[src/verilog/bias_sys_consts.vh]
// Purpose: Constants for the bias and system control register bank
// Assumes: Register indices are word indices; byte address is 4x index
// Notes: Included by the bank top only; the register slice does not include it
`ifndef BIAS_SYS_CONSTS_VH
`define BIAS_SYS_CONSTS_VH

// Register indices (byte address = index * 4)
`define IDX_SENSOR_BIAS 6'h08
`define IDX_SYS_CTRL 6'h09
`define IDX_RSVD_A 6'h0a
`define IDX_STATUS 6'h30

// Reset values
`define RST_SENSOR_BIAS 8'h00
`define RST_SYS_CTRL 8'h10
`define RST_RSVD_A 8'h00

// Sensor bias fields
`define BIAS_COMMON_BIT 6
`define BIAS_RSVD_BIT 7

// System control fields
`define MON_HI 7
`define MON_LO 5
`define CAL_HI 4
`define CAL_LO 3
`define TIMEOUT_BIT 2

// Monitor select codes
`define MON_OFF 3'h0
`define MON_MID_SHORT 3'h1
`define MON_TEMP 3'h2
`define MON_ANALOG_SUP 3'h3
`define MON_DIGITAL_SUP 3'h4
`define MON_BURN_LOW 3'h5
`define MON_BURN_MID 3'h6
`define MON_BURN_HIGH 3'h7

// Burn-out level encodings on the level output
`define BURN_LVL_0U2 2'h0
`define BURN_LVL_1U 2'h1
`define BURN_LVL_10U 2'h2

// Calibration sample codes and counts
`define CAL_CODE_1 2'h0
`define CAL_CODE_4 2'h1
`define CAL_CODE_8 2'h2
`define CAL_CODE_16 2'h3
`define CAL_CNT_1 5'h01
`define CAL_CNT_4 5'h04
`define CAL_CNT_8 5'h08
`define CAL_CNT_16 5'h10

// Amplifier settings
`define AMP_EN_TEMP 2'h1
`define GAIN_CODE_ONE 3'h0
`define GAIN_CODE_MAX_TEMP 3'h2

// Status register bits
`define ST_TEMP_AMP_BIT 0
`define ST_TEMP_GAIN_BIT 1
`define ST_MUX_OPEN_BIT 2
`define ST_GAIN_FORCED_BIT 3

`endif

[src/verilog/bias_sys_regs.v]
// Purpose: APB register bank for sensor bias and system monitor control
// Assumes: Amplifier settings arrive from logic on the same clock
// Notes: Decoded outputs lag a register write by one clock
//
// Chosen here: the APB slave port.
`timescale 1ns/1ps
`default_nettype none
`include "bias_sys_consts.vh"

// Operation
// - Bias register resets zero, bit per input
// - Any bias bit combination may be set
// - Control register resets 10h, samples code 2
// - Monitor 000 off, 001 mid-supply short
// - Monitor 010 temperature needs amplifier enable 01
// - Supply monitors force amplifier gain to one
// - Codes 101-111 enable burn-out current sources
// - Short, temperature, supply monitors open input mux
// - Sample field selects 1, 4, 8, 16
// - Bit 2 enables serial timeout, reset off
// - Reserved location reads zero, ignores writes
module bias_sys_regs (
  input wire pclk,
  input wire presetn,
  input wire ce,
  input wire psel,
  input wire penable,
  input wire pwrite,
  input wire [7:0] paddr,
  input wire [31:0] pwdata,
  input wire [3:0] pstrb,
  output reg [31:0] prdata,
  output reg pready,
  output reg pslverr,
  input wire [1:0] amplifier_enable,
  input wire [2:0] gain_code,
  output reg bias_to_input0,
  output reg bias_to_input1,
  output reg bias_to_input2,
  output reg bias_to_input3,
  output reg bias_to_input4,
  output reg bias_to_input5,
  output reg bias_to_common_input,
  output reg mid_supply_short,
  output reg temp_sensor_route,
  output reg analog_supply_monitor,
  output reg digital_supply_monitor,
  output reg input_mux_open,
  output reg burnout_enable,
  output reg [1:0] burnout_level,
  output reg amplifier_enable_required,
  output reg [2:0] effective_gain_code,
  output reg [4:0] calibration_sample_count,
  output reg serial_timeout_enable,
  output reg temp_config_fault
);

  // Address decode
  wire [5:0] idx;
  wire word_aligned;
  wire hit_bias;
  wire hit_sys;
  wire hit_rsvd;
  wire hit_status;
  wire hit_any;
  wire addr_error;

  // Handshake
  wire start;
  wire done;
  wire we_bias;
  wire we_sys;

  // Register contents
  wire [7:0] bias_q;
  wire [7:0] sys_q;
  wire [2:0] monitor_select;
  wire [1:0] cal_code;
  wire timeout_bit;

  // Decoded next values
  reg mid_short_d;
  reg temp_d;
  reg asup_d;
  reg dsup_d;
  reg burn_en_d;
  reg [1:0] burn_lvl_d;
  reg [4:0] cal_cnt_d;
  reg [2:0] gain_d;
  reg temp_amp_bad_d;
  reg temp_gain_bad_d;
  reg [31:0] rdata_d;

  // Status bits held as flops so reads see settled state
  reg temp_amp_bad_q;
  reg temp_gain_bad_q;

  // Status word; its layout is kept apart from the read mux
  reg [31:0] status_word;

  // Word index from the byte address; the low two bits must be zero
  assign idx = paddr[7:2];
  assign word_aligned = (paddr[1:0] == 2'h0);
  assign hit_bias = word_aligned && (idx == `IDX_SENSOR_BIAS);
  assign hit_sys = word_aligned && (idx == `IDX_SYS_CTRL);
  assign hit_rsvd = word_aligned && (idx == `IDX_RSVD_A);
  assign hit_status = word_aligned && (idx == `IDX_STATUS);
  assign hit_any = hit_bias || hit_sys || hit_rsvd || hit_status;
  // Misaligned or unmapped words answer with an error and no effect
  assign addr_error = !hit_any;

  // The answer is prepared on any edge where psel is up and pready is
  // still low, so a clock-enable gap during setup cannot strand it
  assign start = psel && !pready;
  // Writes commit only at the edge where the master sees pready high
  assign done = psel && penable && pready;
  // Each register is one byte, so only the lowest strobe lane counts
  assign we_bias = done && pwrite && hit_bias && pstrb[0];
  assign we_sys = done && pwrite && hit_sys && pstrb[0];

  // Bias register: every bit independent, any mix may be set
  // Reserved bit 7 is plain storage; software keeps it at zero
  ctrl_reg #(
    .WIDTH(8),
    .RESET_VALUE(`RST_SENSOR_BIAS)
  ) u_bias_reg (
    .pclk(pclk),
    .presetn(presetn),
    .ce(ce),
    .we(we_bias),
    .wdata(pwdata[7:0]),
    .value_q(bias_q)
  );

  // System control register
  // Reserved bits 1:0 are plain storage as well
  ctrl_reg #(
    .WIDTH(8),
    .RESET_VALUE(`RST_SYS_CTRL)
  ) u_sys_reg (
    .pclk(pclk),
    .presetn(presetn),
    .ce(ce),
    .we(we_sys),
    .wdata(pwdata[7:0]),
    .value_q(sys_q)
  );

  // Field slices of the control word
  assign monitor_select = sys_q[`MON_HI:`MON_LO];
  assign cal_code = sys_q[`CAL_HI:`CAL_LO];
  assign timeout_bit = sys_q[`TIMEOUT_BIT];

  // Monitor select decode into one-hot controls for the analog side
  // Codes 101-111 leave the mux closed: the sources must reach the pins
  always @* begin
    mid_short_d = 1'b0;
    temp_d = 1'b0;
    asup_d = 1'b0;
    dsup_d = 1'b0;
    burn_en_d = 1'b0;
    burn_lvl_d = `BURN_LVL_0U2;
    case (monitor_select)
      `MON_OFF: begin
        mid_short_d = 1'b0;
      end
      `MON_MID_SHORT: begin
        mid_short_d = 1'b1;
      end
      `MON_TEMP: begin
        temp_d = 1'b1;
      end
      `MON_ANALOG_SUP: begin
        asup_d = 1'b1;
      end
      `MON_DIGITAL_SUP: begin
        dsup_d = 1'b1;
      end
      // Burn-out codes only switch the sources, in rising current order
      `MON_BURN_LOW: begin
        burn_en_d = 1'b1;
        burn_lvl_d = `BURN_LVL_0U2;
      end
      `MON_BURN_MID: begin
        burn_en_d = 1'b1;
        burn_lvl_d = `BURN_LVL_1U;
      end
      `MON_BURN_HIGH: begin
        burn_en_d = 1'b1;
        burn_lvl_d = `BURN_LVL_10U;
      end
      default: begin
        burn_en_d = 1'b0;
      end
    endcase
  end

  // Gain: user setting except supply monitors, which ignore it
  // Temperature mode keeps the user gain; too high a gain is flagged
  // below rather than clamped, since clamping would hide the error
  always @* begin
    if (asup_d || dsup_d) begin
      gain_d = `GAIN_CODE_ONE;
    end else begin
      gain_d = gain_code;
    end
  end

  // Temperature mode checks; the device only reports, software fixes
  // Both checks watch the raw inputs, so a gain change is seen at once
  always @* begin
    temp_amp_bad_d = temp_d && (amplifier_enable != `AMP_EN_TEMP);
    temp_gain_bad_d = temp_d && (gain_code > `GAIN_CODE_MAX_TEMP);
  end

  // Calibration average count from the two-bit code
  always @* begin
    case (cal_code)
      `CAL_CODE_1: cal_cnt_d = `CAL_CNT_1;
      `CAL_CODE_4: cal_cnt_d = `CAL_CNT_4;
      `CAL_CODE_8: cal_cnt_d = `CAL_CNT_8;
      `CAL_CODE_16: cal_cnt_d = `CAL_CNT_16;
      // All four codes are listed; the default only catches unknowns
      default: cal_cnt_d = `CAL_CNT_8;
    endcase
  end

  // Bias outputs, registered so each pin has a clean flop driver
  // Bit 7 is reserved and steers nothing
  always @(posedge pclk or negedge presetn) begin
    if (!presetn) begin
      bias_to_input0 <= 1'b0;
      bias_to_input1 <= 1'b0;
      bias_to_input2 <= 1'b0;
      bias_to_input3 <= 1'b0;
      bias_to_input4 <= 1'b0;
      bias_to_input5 <= 1'b0;
      bias_to_common_input <= 1'b0;
    end else if (ce) begin
      bias_to_input0 <= bias_q[0];
      bias_to_input1 <= bias_q[1];
      bias_to_input2 <= bias_q[2];
      bias_to_input3 <= bias_q[3];
      bias_to_input4 <= bias_q[4];
      bias_to_input5 <= bias_q[5];
      bias_to_common_input <= bias_q[`BIAS_COMMON_BIT];
    end
  end

  // Monitor outputs; reset values match control register code 000
  // Every decoded output is a flop, so the analog side sees no glitch
  always @(posedge pclk or negedge presetn) begin
    if (!presetn) begin
      mid_supply_short <= 1'b0;
      temp_sensor_route <= 1'b0;
      analog_supply_monitor <= 1'b0;
      digital_supply_monitor <= 1'b0;
      input_mux_open <= 1'b0;
      burnout_enable <= 1'b0;
      burnout_level <= `BURN_LVL_0U2;
      amplifier_enable_required <= 1'b0;
    end else if (ce) begin
      mid_supply_short <= mid_short_d;
      temp_sensor_route <= temp_d;
      analog_supply_monitor <= asup_d;
      digital_supply_monitor <= dsup_d;
      // Burn-out keeps the mux closed: the sources load the inputs
      input_mux_open <= mid_short_d || temp_d || asup_d || dsup_d;
      burnout_enable <= burn_en_d;
      burnout_level <= burn_lvl_d;
      amplifier_enable_required <= temp_d;
    end
  end

  // Gain, calibration and timeout outputs
  // Calibration count resets to eight to match the control default
  always @(posedge pclk or negedge presetn) begin
    if (!presetn) begin
      effective_gain_code <= `GAIN_CODE_ONE;
      calibration_sample_count <= `CAL_CNT_8;
      serial_timeout_enable <= 1'b0;
      temp_config_fault <= 1'b0;
      temp_amp_bad_q <= 1'b0;
      temp_gain_bad_q <= 1'b0;
    end else if (ce) begin
      effective_gain_code <= gain_d;
      calibration_sample_count <= cal_cnt_d;
      serial_timeout_enable <= timeout_bit;
      temp_config_fault <= temp_amp_bad_d || temp_gain_bad_d;
      temp_amp_bad_q <= temp_amp_bad_d;
      temp_gain_bad_q <= temp_gain_bad_d;
    end
  end

  // Status bits come from output flops, so a read reports them a clock
  // late; good enough for software polling, not for exact capture
  always @* begin
    status_word = 32'h0000_0000;
    status_word[`ST_TEMP_AMP_BIT] = temp_amp_bad_q;
    status_word[`ST_TEMP_GAIN_BIT] = temp_gain_bad_q;
    status_word[`ST_MUX_OPEN_BIT] = input_mux_open;
    status_word[`ST_GAIN_FORCED_BIT] = analog_supply_monitor ||
                                       digital_supply_monitor;
  end

  // Read data mux; unmapped and misaligned addresses read as zero
  always @* begin
    rdata_d = 32'h0000_0000;
    if (hit_bias) begin
      rdata_d[7:0] = bias_q;
    end else if (hit_sys) begin
      rdata_d[7:0] = sys_q;
    end else if (hit_rsvd) begin
      rdata_d[7:0] = `RST_RSVD_A;
    end else if (hit_status) begin
      rdata_d = status_word;
    end
  end

  // APB answer: one wait-free access phase, pready from a flop.
  // Trade-off: the setup edge preloads read data, so a read sees
  // the register state of that edge, not of the access edge.
  always @(posedge pclk or negedge presetn) begin
    if (!presetn) begin
      pready <= 1'b0;
      pslverr <= 1'b0;
      prdata <= 32'h0000_0000;
    end else if (ce) begin
      // Low ce holds the answer in place: the master sees wait states
      if (done) begin
        // Clearing here lets a back-to-back setup start from pready low
        pready <= 1'b0;
        pslverr <= 1'b0;
        prdata <= 32'h0000_0000;
      end else if (start) begin
        pready <= 1'b1;
        // Writes to the reserved or status words are dropped quietly
        pslverr <= addr_error;
        prdata <= pwrite ? 32'h0000_0000 : rdata_d;
      end
    end
  end

endmodule

`default_nettype wire

[src/verilog/ctrl_reg.v]
// Purpose: One software-written control register with a single write enable
// Assumes: Write enable is already qualified by decode and handshake
// Notes: Reset value is a parameter so each instance keeps its own
`timescale 1ns/1ps
`default_nettype none

module ctrl_reg #(
  parameter WIDTH = 8,
  parameter [WIDTH-1:0] RESET_VALUE = {WIDTH{1'b0}}
) (
  input wire pclk,
  input wire presetn,
  input wire ce,
  input wire we,
  input wire [WIDTH-1:0] wdata,
  output reg [WIDTH-1:0] value_q
);

  // Every bit is stored as written, reserved bits included
  always @(posedge pclk or negedge presetn) begin
    if (!presetn) begin
      value_q <= RESET_VALUE;
    end else if (ce && we) begin
      value_q <= wdata;
    end
  end

endmodule

`default_nettype wire
[config.mk]
export PLATFORM = sky130hd
export DESIGN_NAME = bias_sys_regs
export DESIGN_NICKNAME = d
export VERILOG_FILES = /design/src/verilog/bias_sys_regs.v /design/src/verilog/ctrl_reg.v
export VERILOG_INCLUDE_DIRS = /design/src /design/src/verilog
export SDC_FILE = /design/constraint.sdc
export NUM_CORES = 1
export LEC_CHECK = 0
export BUFFER_PORTS_ARGS = -buffer_cell sky130_fd_sc_hd__buf_2
export CORE_MARGIN = 8
export CORE_UTILIZATION = 46
export CTS_CLUSTER_SIZE = 25
export DETAILED_ROUTE_END_ITERATION = 12
export GPL_TIMING_DRIVEN = 0
export HOLD_SLACK_MARGIN = 0.1
export PLACE_DENSITY = 0.84
export SETUP_SLACK_MARGIN = 0.4
export SLEW_MARGIN = 20
export SYNTH_ARGS = -nofsm -noshare
export SYNTH_HDL_FRONTEND = slang
export SYNTH_SLANG_ARGS = --single-unit
export TNS_END_PERCENT = 50
[constraint.sdc]
create_clock -name pclk -period 1.8 [get_ports pclk]
set_input_delay 0.09 -clock pclk [delete_from_list [all_inputs] [get_ports pclk]]
set_output_delay 0.09 -clock pclk [all_outputs]
set_load 0.05 [all_outputs]
# == Yosys cells after proc, flatten, opt, wreduce, memory -nomap -nowiden ==
# Index checks and enable logic that the tools add are counted.
# W data, S select, Z words.
# totals
register_bits,77
input_bits,55
elab_cells,93
# op_classes
order_cmp,1
n_eq_ne,15
mux,20
reduce_logical,32
# ops
op,count
$mux W32,3
$mux W24,1
$pmux W5 S4,1
$eq A6 B4 Y1 const B,3
$logic_and A1 B1 Y1,16
$mux W8,2
$eq A3 B3 Y1 const B,4
$logic_or A1 B1 Y1,9
$mux W1,9
$mux W4,2
$eq A3 B2 Y1 const B,2
$eq A6 B6 Y1 const B,1
$eq A2 B2 Y1 const B,2
$logic_not A2 Y1,2
$pmux W2 S2,1
$eq A3 B1 Y1 const B,1
$gt A3 B2 Y1 const B,1
$mux W3,1
$reduce_or A3 Y1,1
$eq A2 B1 Y1 const B,1
$logic_not A1 Y1,2
$ne A2 B1 Y1 const B,1
$reduce_and A2 Y1,1
$reduce_bool A2 Y1,1

# == Depth between registers and ports, before layout ==
# Gate-level depths: netlist of the first run.
# logic_depth
depth_word,9
depth_mapped,5

# == Hierarchy ==
# Synthesis of the first run repeated with hierarchy kept, for this count alone.
# unflattened
hier_cells,229
hier_area_um2,2507.4
# by_module_without_submodules
module,n_inst,cells_each,area_per_inst_um2,seq_area_each_um2
bias_sys_regs,1,195,1913.1,902.1
ctrl_reg at u_sys_reg,1,17,297.8,201.4
ctrl_reg at u_bias_reg,1,17,296.5,200.2

# == Worst setup path before layout of the first run ==
# No wires, ideal clock.
# synth_path
kind,reg-to-reg
from,register pready
to,register u_sys_reg.value_q[0]
setup_time_ps,125
arrival_time_ps,1690
slack_ps,-15
stages_incl_launch_ff,5
path_buffers,0
period_less_slack_ps,1815
cell_sequence,dfrtp_1 > nand4_1 > nor2_1 > nand4_1 > mux2_2
# synth_via
elab_chain_cells,5
# synth_lines
item,line_no,rtl
start: declaration,bias_sys_regs.v:33,"output reg pready,"
start signal: assignment,bias_sys_regs.v:325,pready <= 1'b0;
start signal: assignment,bias_sys_regs.v:332,pready <= 1'b0;
start signal: assignment,bias_sys_regs.v:336,pready <= 1'b1;
$logic_and A1 B1 Y1,bias_sys_regs.v:116,assign done = psel && penable && pready;
$logic_and A1 B1 Y1 (3 in a row),bias_sys_regs.v:119,assign we_sys = done && pwrite && hit_sys && pstrb[0];
$logic_and A1 B1 Y1,ctrl_reg.v:23,end else if (ce && we) begin
end signal: assignment,ctrl_reg.v:24,value_q <= wdata;
end: declaration,ctrl_reg.v:16,output reg [WIDTH-1:0] value_q
# Every way passes these cells.
# A chain may end at the register's enable or synchronous reset.

# == Final worst setup path of the first run ==
# layout_path
from,register pready
to,register prdata[2]
# layout_via
elab_chain_cells,4
elab_cells_between_ends,6
cone_classes,1 x mux; 5 x reduce/logical
# layout_lines
item,line_no,rtl
$logic_not A1 Y1,bias_sys_regs.v:114,assign start = psel && !pready;
$logic_and A1 B1 Y1,bias_sys_regs.v:114,
$reduce_bool A2 Y1 (no source line),n/a,
$reduce_and A2 Y1 (no source line),n/a,
end signal: assignment,bias_sys_regs.v:339,prdata <= pwrite ? 32'h0000_0000 : rdata_d;
end: declaration,bias_sys_regs.v:32,"output reg [31:0] prdata,"
# Several ways; a longest one is shown, not always the timed one.

==> impl_metrics.ini, run 1 <==
[run_status]
run_status = finished clean

[grt]
grt_max_degree = 53
overflow = 0
grtUsageMet3_pct = 4.78
gr-max-usage-layer = met2
grt_use_met2_pct = 25.7
first_global_vias = 1920
grtUsageMet1_pct = 19.1
grtUsageTotal_pct = 15.7
global_route_wire_length_before_repair_um = 9600
grt_antenna_before_repair = 0

[logic_synthesis]
synth-edff-count = 0
netlist_instances = 223
ys_dominant_reg_cell = sky130_fd_sc_hd__dfrtp_1
synth_area_per_cell_sq_um = 11.1
synthArstFlopShare_pct = 100
synth-seq-cells = 52
syn-cell-area_sq_um = 2470
synth.distinct_cells = 34
seq_area_frac_synth_pct = 52.8
ys_warn_count = 0

[clock_tree]
root_buffer = sky130_fd_sc_hd__clkbuf_8
clock_sink_count = 52
tritoncts = done
h-tree-depth = 2
worst_skew_pair.late_latency_ns = 0.30
worst_setup_hold_path_clk_slew_ns = 0.09
clock_tree.buffer_depth = 2
numCtsBuffers = 5

[place]
hpwlAfterDp_um = 4530
gpl.final_weighted_congestion = 0.780
io_buffer_count = 61

[critical_path]
endpoint_kind = flip-flop
worst_r2r_path_depth = 4
worst_ep_arrival_time_ns = 1.62
cp.required_ns = 1.99
slowest_delay_ns = 0.44
crit_path_start_kind = flip-flop
cp_slowest_cell = sky130_fd_sc_hd__dfrtp_2
critPathKind = flip-flop to flip-flop
critical_path.cell_chain = buf_6, nor2_4, nand3b_1, o41ai_2
critical_path_peak_fanout = 4

[floorplan]
core_footprint_sq_um = 5140
die_area_sq_um = 7960
die_width_um = 89.2
num_io_pins = 115
die-height_um = 89.2
rows = 26
start_util_pct = 48.0

[cells_and_area]
most_common_cell_after_layout_fill_and_taps_aside = sky130_fd_sc_hd__buf_2
fillers = 421
antenna_cells_inserted = 0
drive_gt1_share_pct = 41.8
layout.nets = 389
syn2layout_area_growth_pct = 34.6
layout.cells.most_common_list = sky130_fd_sc_hd__buf_2, sky130_fd_sc_hd__dfrtp_1, sky130_fd_sc_hd__buf_4

[sta]
setup-violations-final = 0
grt_setup_unrepaired = true
timing_max_transition_violations_final = 0
timing.final.crit_share_pct = 79.4
worstMarginPinSlew_ns = 0.640
max_freq_ghz = 0.700
fin_setup_tns_ns = 0
slew_headroom_pct = 57.3
finalHoldViolCount = 0
min_period_ns = 1.43
final.setup_skew_ns = 0.00679

[power_and_ir_drop]
max-vdd-ir-drop_mv = 1.06
power_mw = 2.46
power_density_cells_nw_per_um2 = 740
reported_leakage_power_nw = 1.73

[drt]
drt_drc_violations_left = 0
drt_first_pass_iters = 4
route.detailed.wl_per_inst_um = 15.1
ant_nets = 0
vias = 1966
vias_per_cell = 4.85
route.final.wire_length_um = 6100
drt_first_iter_violations = 95

[worst_hold_path]
holdCritPathClass = input pin to flip-flop
min_path_cells = 3

[flow_run]
cap_viol_max_count = 0
[stage by stage]
stage          hold slack (ns)  instances  util (%)  setup WS [ns]  cell area, sq um
2_1_floorplan           -0.206        247         -          0.175              2560
3_3_place_gp             0.336        378      57.4         -0.172              2950
3_5_place_dp             0.157        378      57.5         -0.184              2950
4_1_cts                  0.162        403      63.6          0.313              3270
5_1_grt                  0.161        405      64.6          0.319              3320
6_report                 0.161        405      64.6          0.371              3320
[registers in the layout, indices dropped and copies added, names as in the netlist, 2 cells and up]
register,flops
effective_gain_code,3
u_sys_reg.value_q,8
prdata,8
u_bias_reg.value_q,8
calibration_sample_count,4
burnout_level,2
[final timing paths]
path,endpoint,slack (ns),start
setup / recovery,prdata[2]$_DFFE_PN0P_,0.37,pready$_DFFE_PN0P_
hold / removal,prdata[5]$_DFFE_PN0P_,0.16,pwrite
setup reg to reg,prdata[2]$_DFFE_PN0P_,0.37,pready$_DFFE_PN0P_
hold reg to reg,calibration_sample_count[3]$_DFFE_PN1P_,0.48,calibration_sample_count[3]$_DFFE_PN1P_
max in group asynchronous,pready$_DFFE_PN0P_,0.99,presetn
min in group asynchronous,prdata[6]$_DFFE_PN0P_,0.35,presetn
[Yosys cell counts, types with 2 or more instances]
library cell | count | area share, %
sky130_fd_sc_hd__mux2_2 | 26 | 12
sky130_fd_sc_hd__a31oi_1 | 4 | 1.0
sky130_fd_sc_hd__nor2_1 | 5 | 0.76
sky130_fd_sc_hd__a21o_1 | 2 | 0.61
sky130_fd_sc_hd__nor2b_1 | 6 | 1.5
sky130_fd_sc_hd__dfstp_2 | 2 | 2.1
sky130_fd_sc_hd__buf_4 | 26 | 7.9
sky130_fd_sc_hd__o21ai_0 | 15 | 3.0
sky130_fd_sc_hd__nand3_1 | 4 | 0.81
sky130_fd_sc_hd__nor3_1 | 7 | 1.4
sky130_fd_sc_hd__mux2i_1 | 4 | 1.6
sky130_fd_sc_hd__buf_1 | 2 | 0.30
sky130_fd_sc_hd__nand2_1 | 15 | 2.3
sky130_fd_sc_hd__o41ai_1 | 4 | 1.4
sky130_fd_sc_hd__clkbuf_1 | 7 | 1.1
sky130_fd_sc_hd__nand4_1 | 3 | 0.76
sky130_fd_sc_hd__inv_1 | 17 | 2.6
sky130_fd_sc_hd__dfrtp_1 | 50 | 51
sky130_fd_sc_hd__nand3b_1 | 4 | 1.2
sky130_fd_sc_hd__o22ai_1 | 6 | 1.5
[final cells by class]
class | instances | area [sq um] | share of cell area, %
inverters | 17 | 63.8 | 1.92
clock buffers | 6 | 72.6 | 2.18
plain buffers | 35 | 229 | 6.89
repair buffers | 80 | 490 | 14.8
flip-flops and latches | 52 | 1310 | 39.3
clock inverters | 2 | 35.0 | 1.05
multi-input cells | 143 | 1040 | 31.3
well taps | 70 | 87.6 | 2.64
[repair_timing]
item / 4_1_cts / 5_1_grt
endpoints found under the hold margin: 71 / 0
cloned: 0 / 0
gates resized for setup: 11 / 8
pin swaps: 2 / 6
hold buffers: 13 / 0
setup endpoints to repair: 16 / 27
setup buffers: 4 / 2
[logic make-up (layout without fill, tap and decap cells)]
family          Yosys count  in the layout  share of synthesized area, %
buf+inv                  52            140                          11.9
flops                    52             52                          52.8
compound gates           35             35                          8.87
other cells               1             25                         0.152
mux                      30             30                          13.5
xor+xnor                  1              1                         0.355
simple gates             52             52                          12.4
[critical path, delay by kind of cell (launching register included)]
family / cells / cell delay [ns]
flops: 1 / 0.44
compound gates: 1 / 0.41
simple gates: 2 / 0.34
buf+inv: 1 / 0.14
[metal layers]
| layer | up-vias | wire (um) |
|---|---|---|
| li1 | 940 | - |
| met1 | 942 | 2520 |
| met2 | 78 | 2880 |
| met3 | 6 | 640 |
| met4 | 0 | 65 |
| met5 | - | 0 |
[where the power goes]
| group | internal, mW | switching, mW |
|---|---|---|
| clock network | 0.413 | 0.361 |
| registers | 1.19 | 0.0184 |
| logic | 0.148 | 0.328 |
| total | 1.75 | 0.707 |
Note: power is estimated with default switching activity, not from simulation.
==> run 2: changes to the inputs <==
--- a/config.mk
+++ b/config.mk
@@ -8,12 +8,12 @@
 export LEC_CHECK = 0
 export BUFFER_PORTS_ARGS = -buffer_cell sky130_fd_sc_hd__buf_2
 export CORE_MARGIN = 8
-export CORE_UTILIZATION = 46
+export CORE_UTILIZATION = 42
 export CTS_CLUSTER_SIZE = 25
 export DETAILED_ROUTE_END_ITERATION = 12
 export GPL_TIMING_DRIVEN = 0
 export HOLD_SLACK_MARGIN = 0.1
-export PLACE_DENSITY = 0.84
+export PLACE_DENSITY = 0.81
 export SETUP_SLACK_MARGIN = 0.4
 export SLEW_MARGIN = 20
 export SYNTH_ARGS = -nofsm -noshare
==> constraint.sdc (replaced) <==
create_clock -name pclk -period 1.2 [get_ports pclk]
set_input_delay 0.06 -clock pclk [delete_from_list [all_inputs] [get_ports pclk]]
set_output_delay 0.06 -clock pclk [all_outputs]
set_load 0.05 [all_outputs]
==> run 2 against run 1 <==
  * The run now ends with negative hold slack, negative setup slack left
  * Sequential share of layout area shrank 5.3 points
  * Global-route usage down 0.19 points
  * Sequential power increased by 50%
  * Routed wire length grew 16%
  * Worst setup slack lost 0.60 ns
  * Final cell count rose by 4.4%
  * Non-clock buffer count rose by 13
  * Hold slack worse by 0.39 ns
  * Critical path depth did not move
  * Via count increased by 5.7%
  * Critical path type unchanged
==> impl_metrics.ini, run 2 (synthesis results as in run 1) <==
[floorplan]
core_footprint_sq_um = 5820
die-height_um = 92.6
die_width_um = 92.6
start_util_pct = 42.4
rows = 28
die_area_sq_um = 8580
num_io_pins = 115

[cells_and_area]
drive_gt1_share_pct = 53.2
antenna_cells_inserted = 0
layout.cells.most_common_list = sky130_fd_sc_hd__dfrtp_1, sky130_fd_sc_hd__buf_6, sky130_fd_sc_hd__buf_4
syn2layout_area_growth_pct = 56.3
fin_cells = 423
layout.nets = 402
most_common_cell_after_layout_fill_and_taps_aside = sky130_fd_sc_hd__dfrtp_1
final_design_area_no_fill_sq_um = 3860
biggest_registers_after_layout = prdata (8), u_bias_reg.value_q (8), u_sys_reg.value_q (8)
fillers = 417

[drt]
vias_per_cell = 4.91
drt_first_pass_iters = 5
route.final.wire_length_um = 7060
vias = 2079
drt_first_iter_violations = 122
drt_drc_violations_left = 0
ant_nets = 0
route.detailed.wl_per_inst_um = 16.7

[sta]
fin_worst_hold_slack_ns = -0.230
timing.final.crit_share_pct = 119
timing_max_transition_violations_final = 0
max_freq_ghz = 0.698
finalHoldViolCount = 50
fin_setup_tns_ns = -5.32
setup-violations-final = 27
worst_slack_ns = -0.232
worstMarginPinSlew_ns = 0.651
slew_headroom_pct = 56.6
grt_setup_unrepaired = true
final.setup_skew_ns = 0.00628
min_period_ns = 1.43

[place]
hpwlAfterDp_um = 4520
gpl.final_weighted_congestion = 0.820
io_buffer_count = 61
placedCellCount = 383
cell_area_placed_sq_um = 2980

[critical_path]
setup.reg_to_reg.worst_slack_ns = -0.23
critPathKind = flip-flop to flip-flop
critical_path_peak_fanout = 5
crit_path_start_kind = flip-flop
worst_r2r_endpoint = prdata[4]$_DFFE_PN0P_
endpoint_kind = flip-flop
worst_ep_arrival_time_ns = 1.67
worst_r2r_path_depth = 4
cp.required_ns = 1.43
worst_r2r_startpoint = pready$_DFFE_PN0P_

[clock_tree]
clock_sink_count = 52
root_buffer = sky130_fd_sc_hd__clkbuf_8
clock_tree.buffer_depth = 2
worst_setup_hold_path_clk_slew_ns = 0.09
tritoncts = done
cts_hold_repair.buffers = 11
worst_skew_pair.late_latency_ns = 0.30
numCtsBuffers = 5
h-tree-depth = 2

[run_status]
failed_checks = negative hold slack, negative setup slack
run_status = finished with violations

[grt]
grt_max_degree = 53
first_global_vias = 2132
grtUsageTotal_pct = 15.5
overflow = 0
global_route_wire_length_before_repair_um = 10700
grt_antenna_before_repair = 0

[power_and_ir_drop]
power_density_cells_nw_per_um2 = 947
max-vdd-ir-drop_mv = 0.747
reported_leakage_power_nw = 1.92

[worst_hold_path]
holdCritPathClass = input pin to async pin

[flow_run]
cap_viol_max_count = 0
==> run 2: stage by stage <==
stage | setup WS (ns) | hold WS, ns | total power, mW | util, %
4_1_cts | -0.292 | -0.195 | 3.59 | 63.6
5_1_grt | -0.307 | -0.173 | 3.80 | 66.3
2_1_floorplan | -0.425 | -0.236 | 2.31 | -
6_report | -0.232 | -0.230 | 3.65 | 66.3
3_3_place_gp | -0.735 | 0.305 | 2.47 | 51.2
3_5_place_dp | -0.778 | 0.134 | 2.48 | 51.2
==> run 2: how the worst max path moves through the flow <==
stage                       start                                 to  slack, ns  cells after the start
3_3_place_gp             paddr[4]  u_bias_reg.value_q[0]$_DFFE_PN0P_      -0.74                      5
2_1_floorplan  pready$_DFFE_PN0P_   u_sys_reg.value_q[0]$_DFFE_PN0P_      -0.42                      4
6_report       pready$_DFFE_PN0P_              prdata[4]$_DFFE_PN0P_      -0.23                      4
5_1_grt        pready$_DFFE_PN0P_   u_sys_reg.value_q[3]$_DFFE_PN0P_      -0.31                      5
3_5_place_dp             paddr[4]  u_bias_reg.value_q[4]$_DFFE_PN0P_      -0.78                      5
4_1_cts        pready$_DFFE_PN0P_  u_bias_reg.value_q[0]$_DFFE_PN0P_      -0.29                      4
==> run 2: power breakdown <==
part | switching, mW | total, mW | internal (mW)
combinational | 0.514 | 0.812 | 0.299
sequential | 0.0246 | 1.81 | 1.79
clock | 0.556 | 1.03 | 0.472
==> run 2: repair_timing <==
item,in CTS,in global routing
gates cloned,1,0
pin swaps,26,7
buffers inserted,15,5
resized for setup,128,27
hold endpoints to repair,71,51
endpoints found under the setup margin,86,82
==> run 2: area by class of cell <==
class	instances	area, sq um	share of cell area, %
Inverter	17	63.8	1.65
Buffer	35	269	6.98
Multi-Input combinational cell	143	1180	30.6
Tap cell	75	93.8	2.43
Clock buffer	8	90.1	2.34
Timing Repair Buffer	93	852	22.1
Sequential cell	52	1310	33.9
==> run 2: worst max-delay path, stage by stage (launching register included) <==
cell,delay [ns]
sky130_fd_sc_hd__dfrtp_2,0.41
sky130_fd_sc_hd__buf_4,0.13
sky130_fd_sc_hd__buf_6,0.12
sky130_fd_sc_hd__or4_4,0.57
sky130_fd_sc_hd__o21ai_2,0.14
==> run 2: metal layers <==
layer / global-route usage (%) / up-vias / share of wire, %
met5: 0 / - / 0
li1: - / 967 / -
met4: 5.10 / 0 / 2.2
met1: 17.6 / 1009 / 40
met3: 5.99 / 15 / 8.6
met2: 26.2 / 88 / 49
==> run 3: changes to the inputs <==
--- a/config.mk
+++ b/config.mk
@@ -11,7 +11,6 @@
 export CORE_UTILIZATION = 42
 export CTS_CLUSTER_SIZE = 25
 export DETAILED_ROUTE_END_ITERATION = 12
-export GPL_TIMING_DRIVEN = 0
 export HOLD_SLACK_MARGIN = 0.1
 export PLACE_DENSITY = 0.81
 export SETUP_SLACK_MARGIN = 0.4
==> constraint.sdc (replaced) <==
create_clock -name pclk -period 1.3 [get_ports pclk]
set_input_delay 0.065 -clock pclk [delete_from_list [all_inputs] [get_ports pclk]]
set_output_delay 0.065 -clock pclk [all_outputs]
set_load 0.05 [all_outputs]
==> run 3 against run 2 <==
  * The flow finishes with violations (negative setup slack)
  * Sequential share of layout area grew 2.2 points
  * Non-clock buffer count shrank 23
  * Critical path depth grew 1
  * Clock power shrank 8%
  * Global-route usage shrank 0.79 points
  * Via count shrank 4.7%
  * Final cell count shrank 5.2%
  * Power shrank 9.6%
  * Fmax grew 0.92%
  * Flip-flop and latch count is the same
  * Hold slack gained 0.34 ns
  * Critical path type unchanged
  * Critical endpoint is now u_sys_reg.value_q[1]$_DFFE_PN0P_
  * Largest power group unchanged
==> impl_metrics.ini, run 3 (synthesis results as in run 1) <==
[run_status]
run_status = finished with violations
failed_checks = negative setup slack

[grt]
grtUsageTotal_pct = 14.7
grt_antenna_before_repair = 0
first_global_vias = 2000
grt_max_degree = 53
global_route_wire_length_before_repair_um = 10100
overflow = 0

[critical_path]
critPathKind = flip-flop to flip-flop
critical_path_peak_fanout = 8
endpoint_kind = flip-flop
cpLargestDelayFamily = simple AND/OR/NAND/NOR gates
critical_path.cell_chain = nand4_1, nor2_1, nand4_1, buf_6, mux2_2
slowest_delay_ns = 0.40
crit_path_start_kind = flip-flop
worst_ep_arrival_time_ns = 1.61
cp.required_ns = 1.49
critical_path.most_common_cell = sky130_fd_sc_hd__nand4_1
critical_path_buf_inv_count = 1
cp_slowest_cell = sky130_fd_sc_hd__dfrtp_2

[power_and_ir_drop]
power_density_cells_nw_per_um2 = 911
max-vdd-ir-drop_mv = 0.731
reported_leakage_power_nw = 1.76

[worst_hold_path]
holdCritPathClass = input pin to flip-flop

[floorplan]
die-height_um = 92.6
die_area_sq_um = 8580
core_footprint_sq_um = 5820
rows = 28
start_util_pct = 42.4
num_io_pins = 115
die_width_um = 92.6

[clock_tree]
h-tree-depth = 2
tritoncts = done
clock_sink_count = 52
worst_setup_hold_path_clk_slew_ns = 0.09
worst_skew_pair.late_latency_ns = 0.31
clock_tree.buffer_depth = 2
root_buffer = sky130_fd_sc_hd__clkbuf_8
numCtsBuffers = 5

[cells_and_area]
layout.nets = 380
drive_gt1_share_pct = 48.5
syn2layout_area_growth_pct = 46.9
biggest_registers_after_layout = prdata (8), u_bias_reg.value_q (8), u_sys_reg.value_q (8)
fin_cells = 401
most_common_cell_after_layout_fill_and_taps_aside = sky130_fd_sc_hd__dfrtp_1
antenna_cells_inserted = 0
utilization_pct = 62.3
layout.cells.most_common_list = sky130_fd_sc_hd__dfrtp_1, sky130_fd_sc_hd__buf_6, sky130_fd_sc_hd__buf_2

[drt]
vias = 1982
route.final.wire_length_um = 6610
route.detailed.wl_per_inst_um = 16.5
vias_per_cell = 4.94
drt_drc_violations_left = 0
ant_nets = 0
drt_first_iter_violations = 96
drt_first_pass_iters = 5

[sta]
timing_max_transition_violations_final = 0
worst_slack_ns = -0.119
grt_setup_unrepaired = true
min_period_ns = 1.42
setup-violations-final = 19
max_freq_ghz = 0.705
finalHoldViolCount = 0
final.setup_skew_ns = 0.00921
timing.final.crit_share_pct = 109

[flow_run]
cap_viol_max_count = 0

[place]
io_buffer_count = 62
gpl.final_weighted_congestion = 0.808
placedCellCount = 367
hpwlAfterDp_um = 4380
run 3: changes by cell type in the layout (fill, tap and decap cells not counted), sizes merged:
cell and delta:
a21o +1, buf -18, clkbuf -9, clkinv +2, dlygate4sd3 +2
run 3: area by class of cell:
type	instances	area, sq um
timing repair buffer	105	933
clock inverter	2	10.0
clock buffer	6	82.6
sequential	52	1310
inverter	17	63.8
multi-input combinational	144	1130
fill	458	2190
tap	75	93.8
run 3: what timing repair did:
| item | CTS | global route |
|---|---|---|
| hold buffers | 13 | 0 |
| cloned | 1 | 1 |
| setup endpoints to repair | 77 | 77 |
| pin swaps | 16 | 6 |
| resized for setup | 103 | 24 |
| setup buffers | 10 | 1 |
| endpoints found under the hold margin | 73 | 0 |
run 3: path summary, 6_finish.rpt:
path                                                              start                                 endpoint  slack (ns)  cells after the start
worst max register to register                       pready$_DFFE_PN0P_         u_sys_reg.value_q[1]$_DFFE_PN0P_       -0.12                      5
min in group asynchronous                                       presetn         u_sys_reg.value_q[1]$_DFFE_PN0P_        0.26                      3
worst max-delay path                                 pready$_DFFE_PN0P_         u_sys_reg.value_q[1]$_DFFE_PN0P_       -0.12                      5
worst min-delay path                                       gain_code[0]              temp_gain_bad_q$_DFFE_PN0P_        0.11                      3
worst min register to register  calibration_sample_count[3]$_DFFE_PN1P_  calibration_sample_count[3]$_DFFE_PN1P_        0.48                      2
max in group asynchronous                                       presetn         u_sys_reg.value_q[4]$_DFFE_PN1P_        0.74                      3
run 3: power breakdown:
part           switching, mW  internal, mW
Sequential            0.0293          1.65
Combinational          0.461         0.211
Clock                  0.524         0.426
run 3: stage by stage:
stage | hold slack (ns) | power (mW) | setup slack [ns] | instance area [sq um] | setup TNS, ns
global route | 0.138 | 3.43 | -0.174 | 3620 | -2.84
global placement | 0.0770 | 2.26 | -0.232 | 2890 | -3.41
CTS | 0.104 | 3.30 | -0.0836 | 3520 | -1.11
floorplan | -0.231 | 2.13 | -0.325 | 2570 | -5.07
detailed placement | 0.0809 | 2.27 | -0.275 | 2890 | -4.00
finish | 0.109 | 3.30 | -0.119 | 3620 | -1.71
run 3: worst min-delay path: cells and delay by family:
family                 cells  cell delay, ns
AO/OA/AOI/OAI              2            0.21
buffers and inverters      1            0.09
run 3: per-layer routing:
metal / wire (um) / GRT usage, %
met1: 2750 / 18.0
met2: 3200 / 24.1
met3: 586 / 5.34
met4: 86 / 3.62
met5: 0 / 0
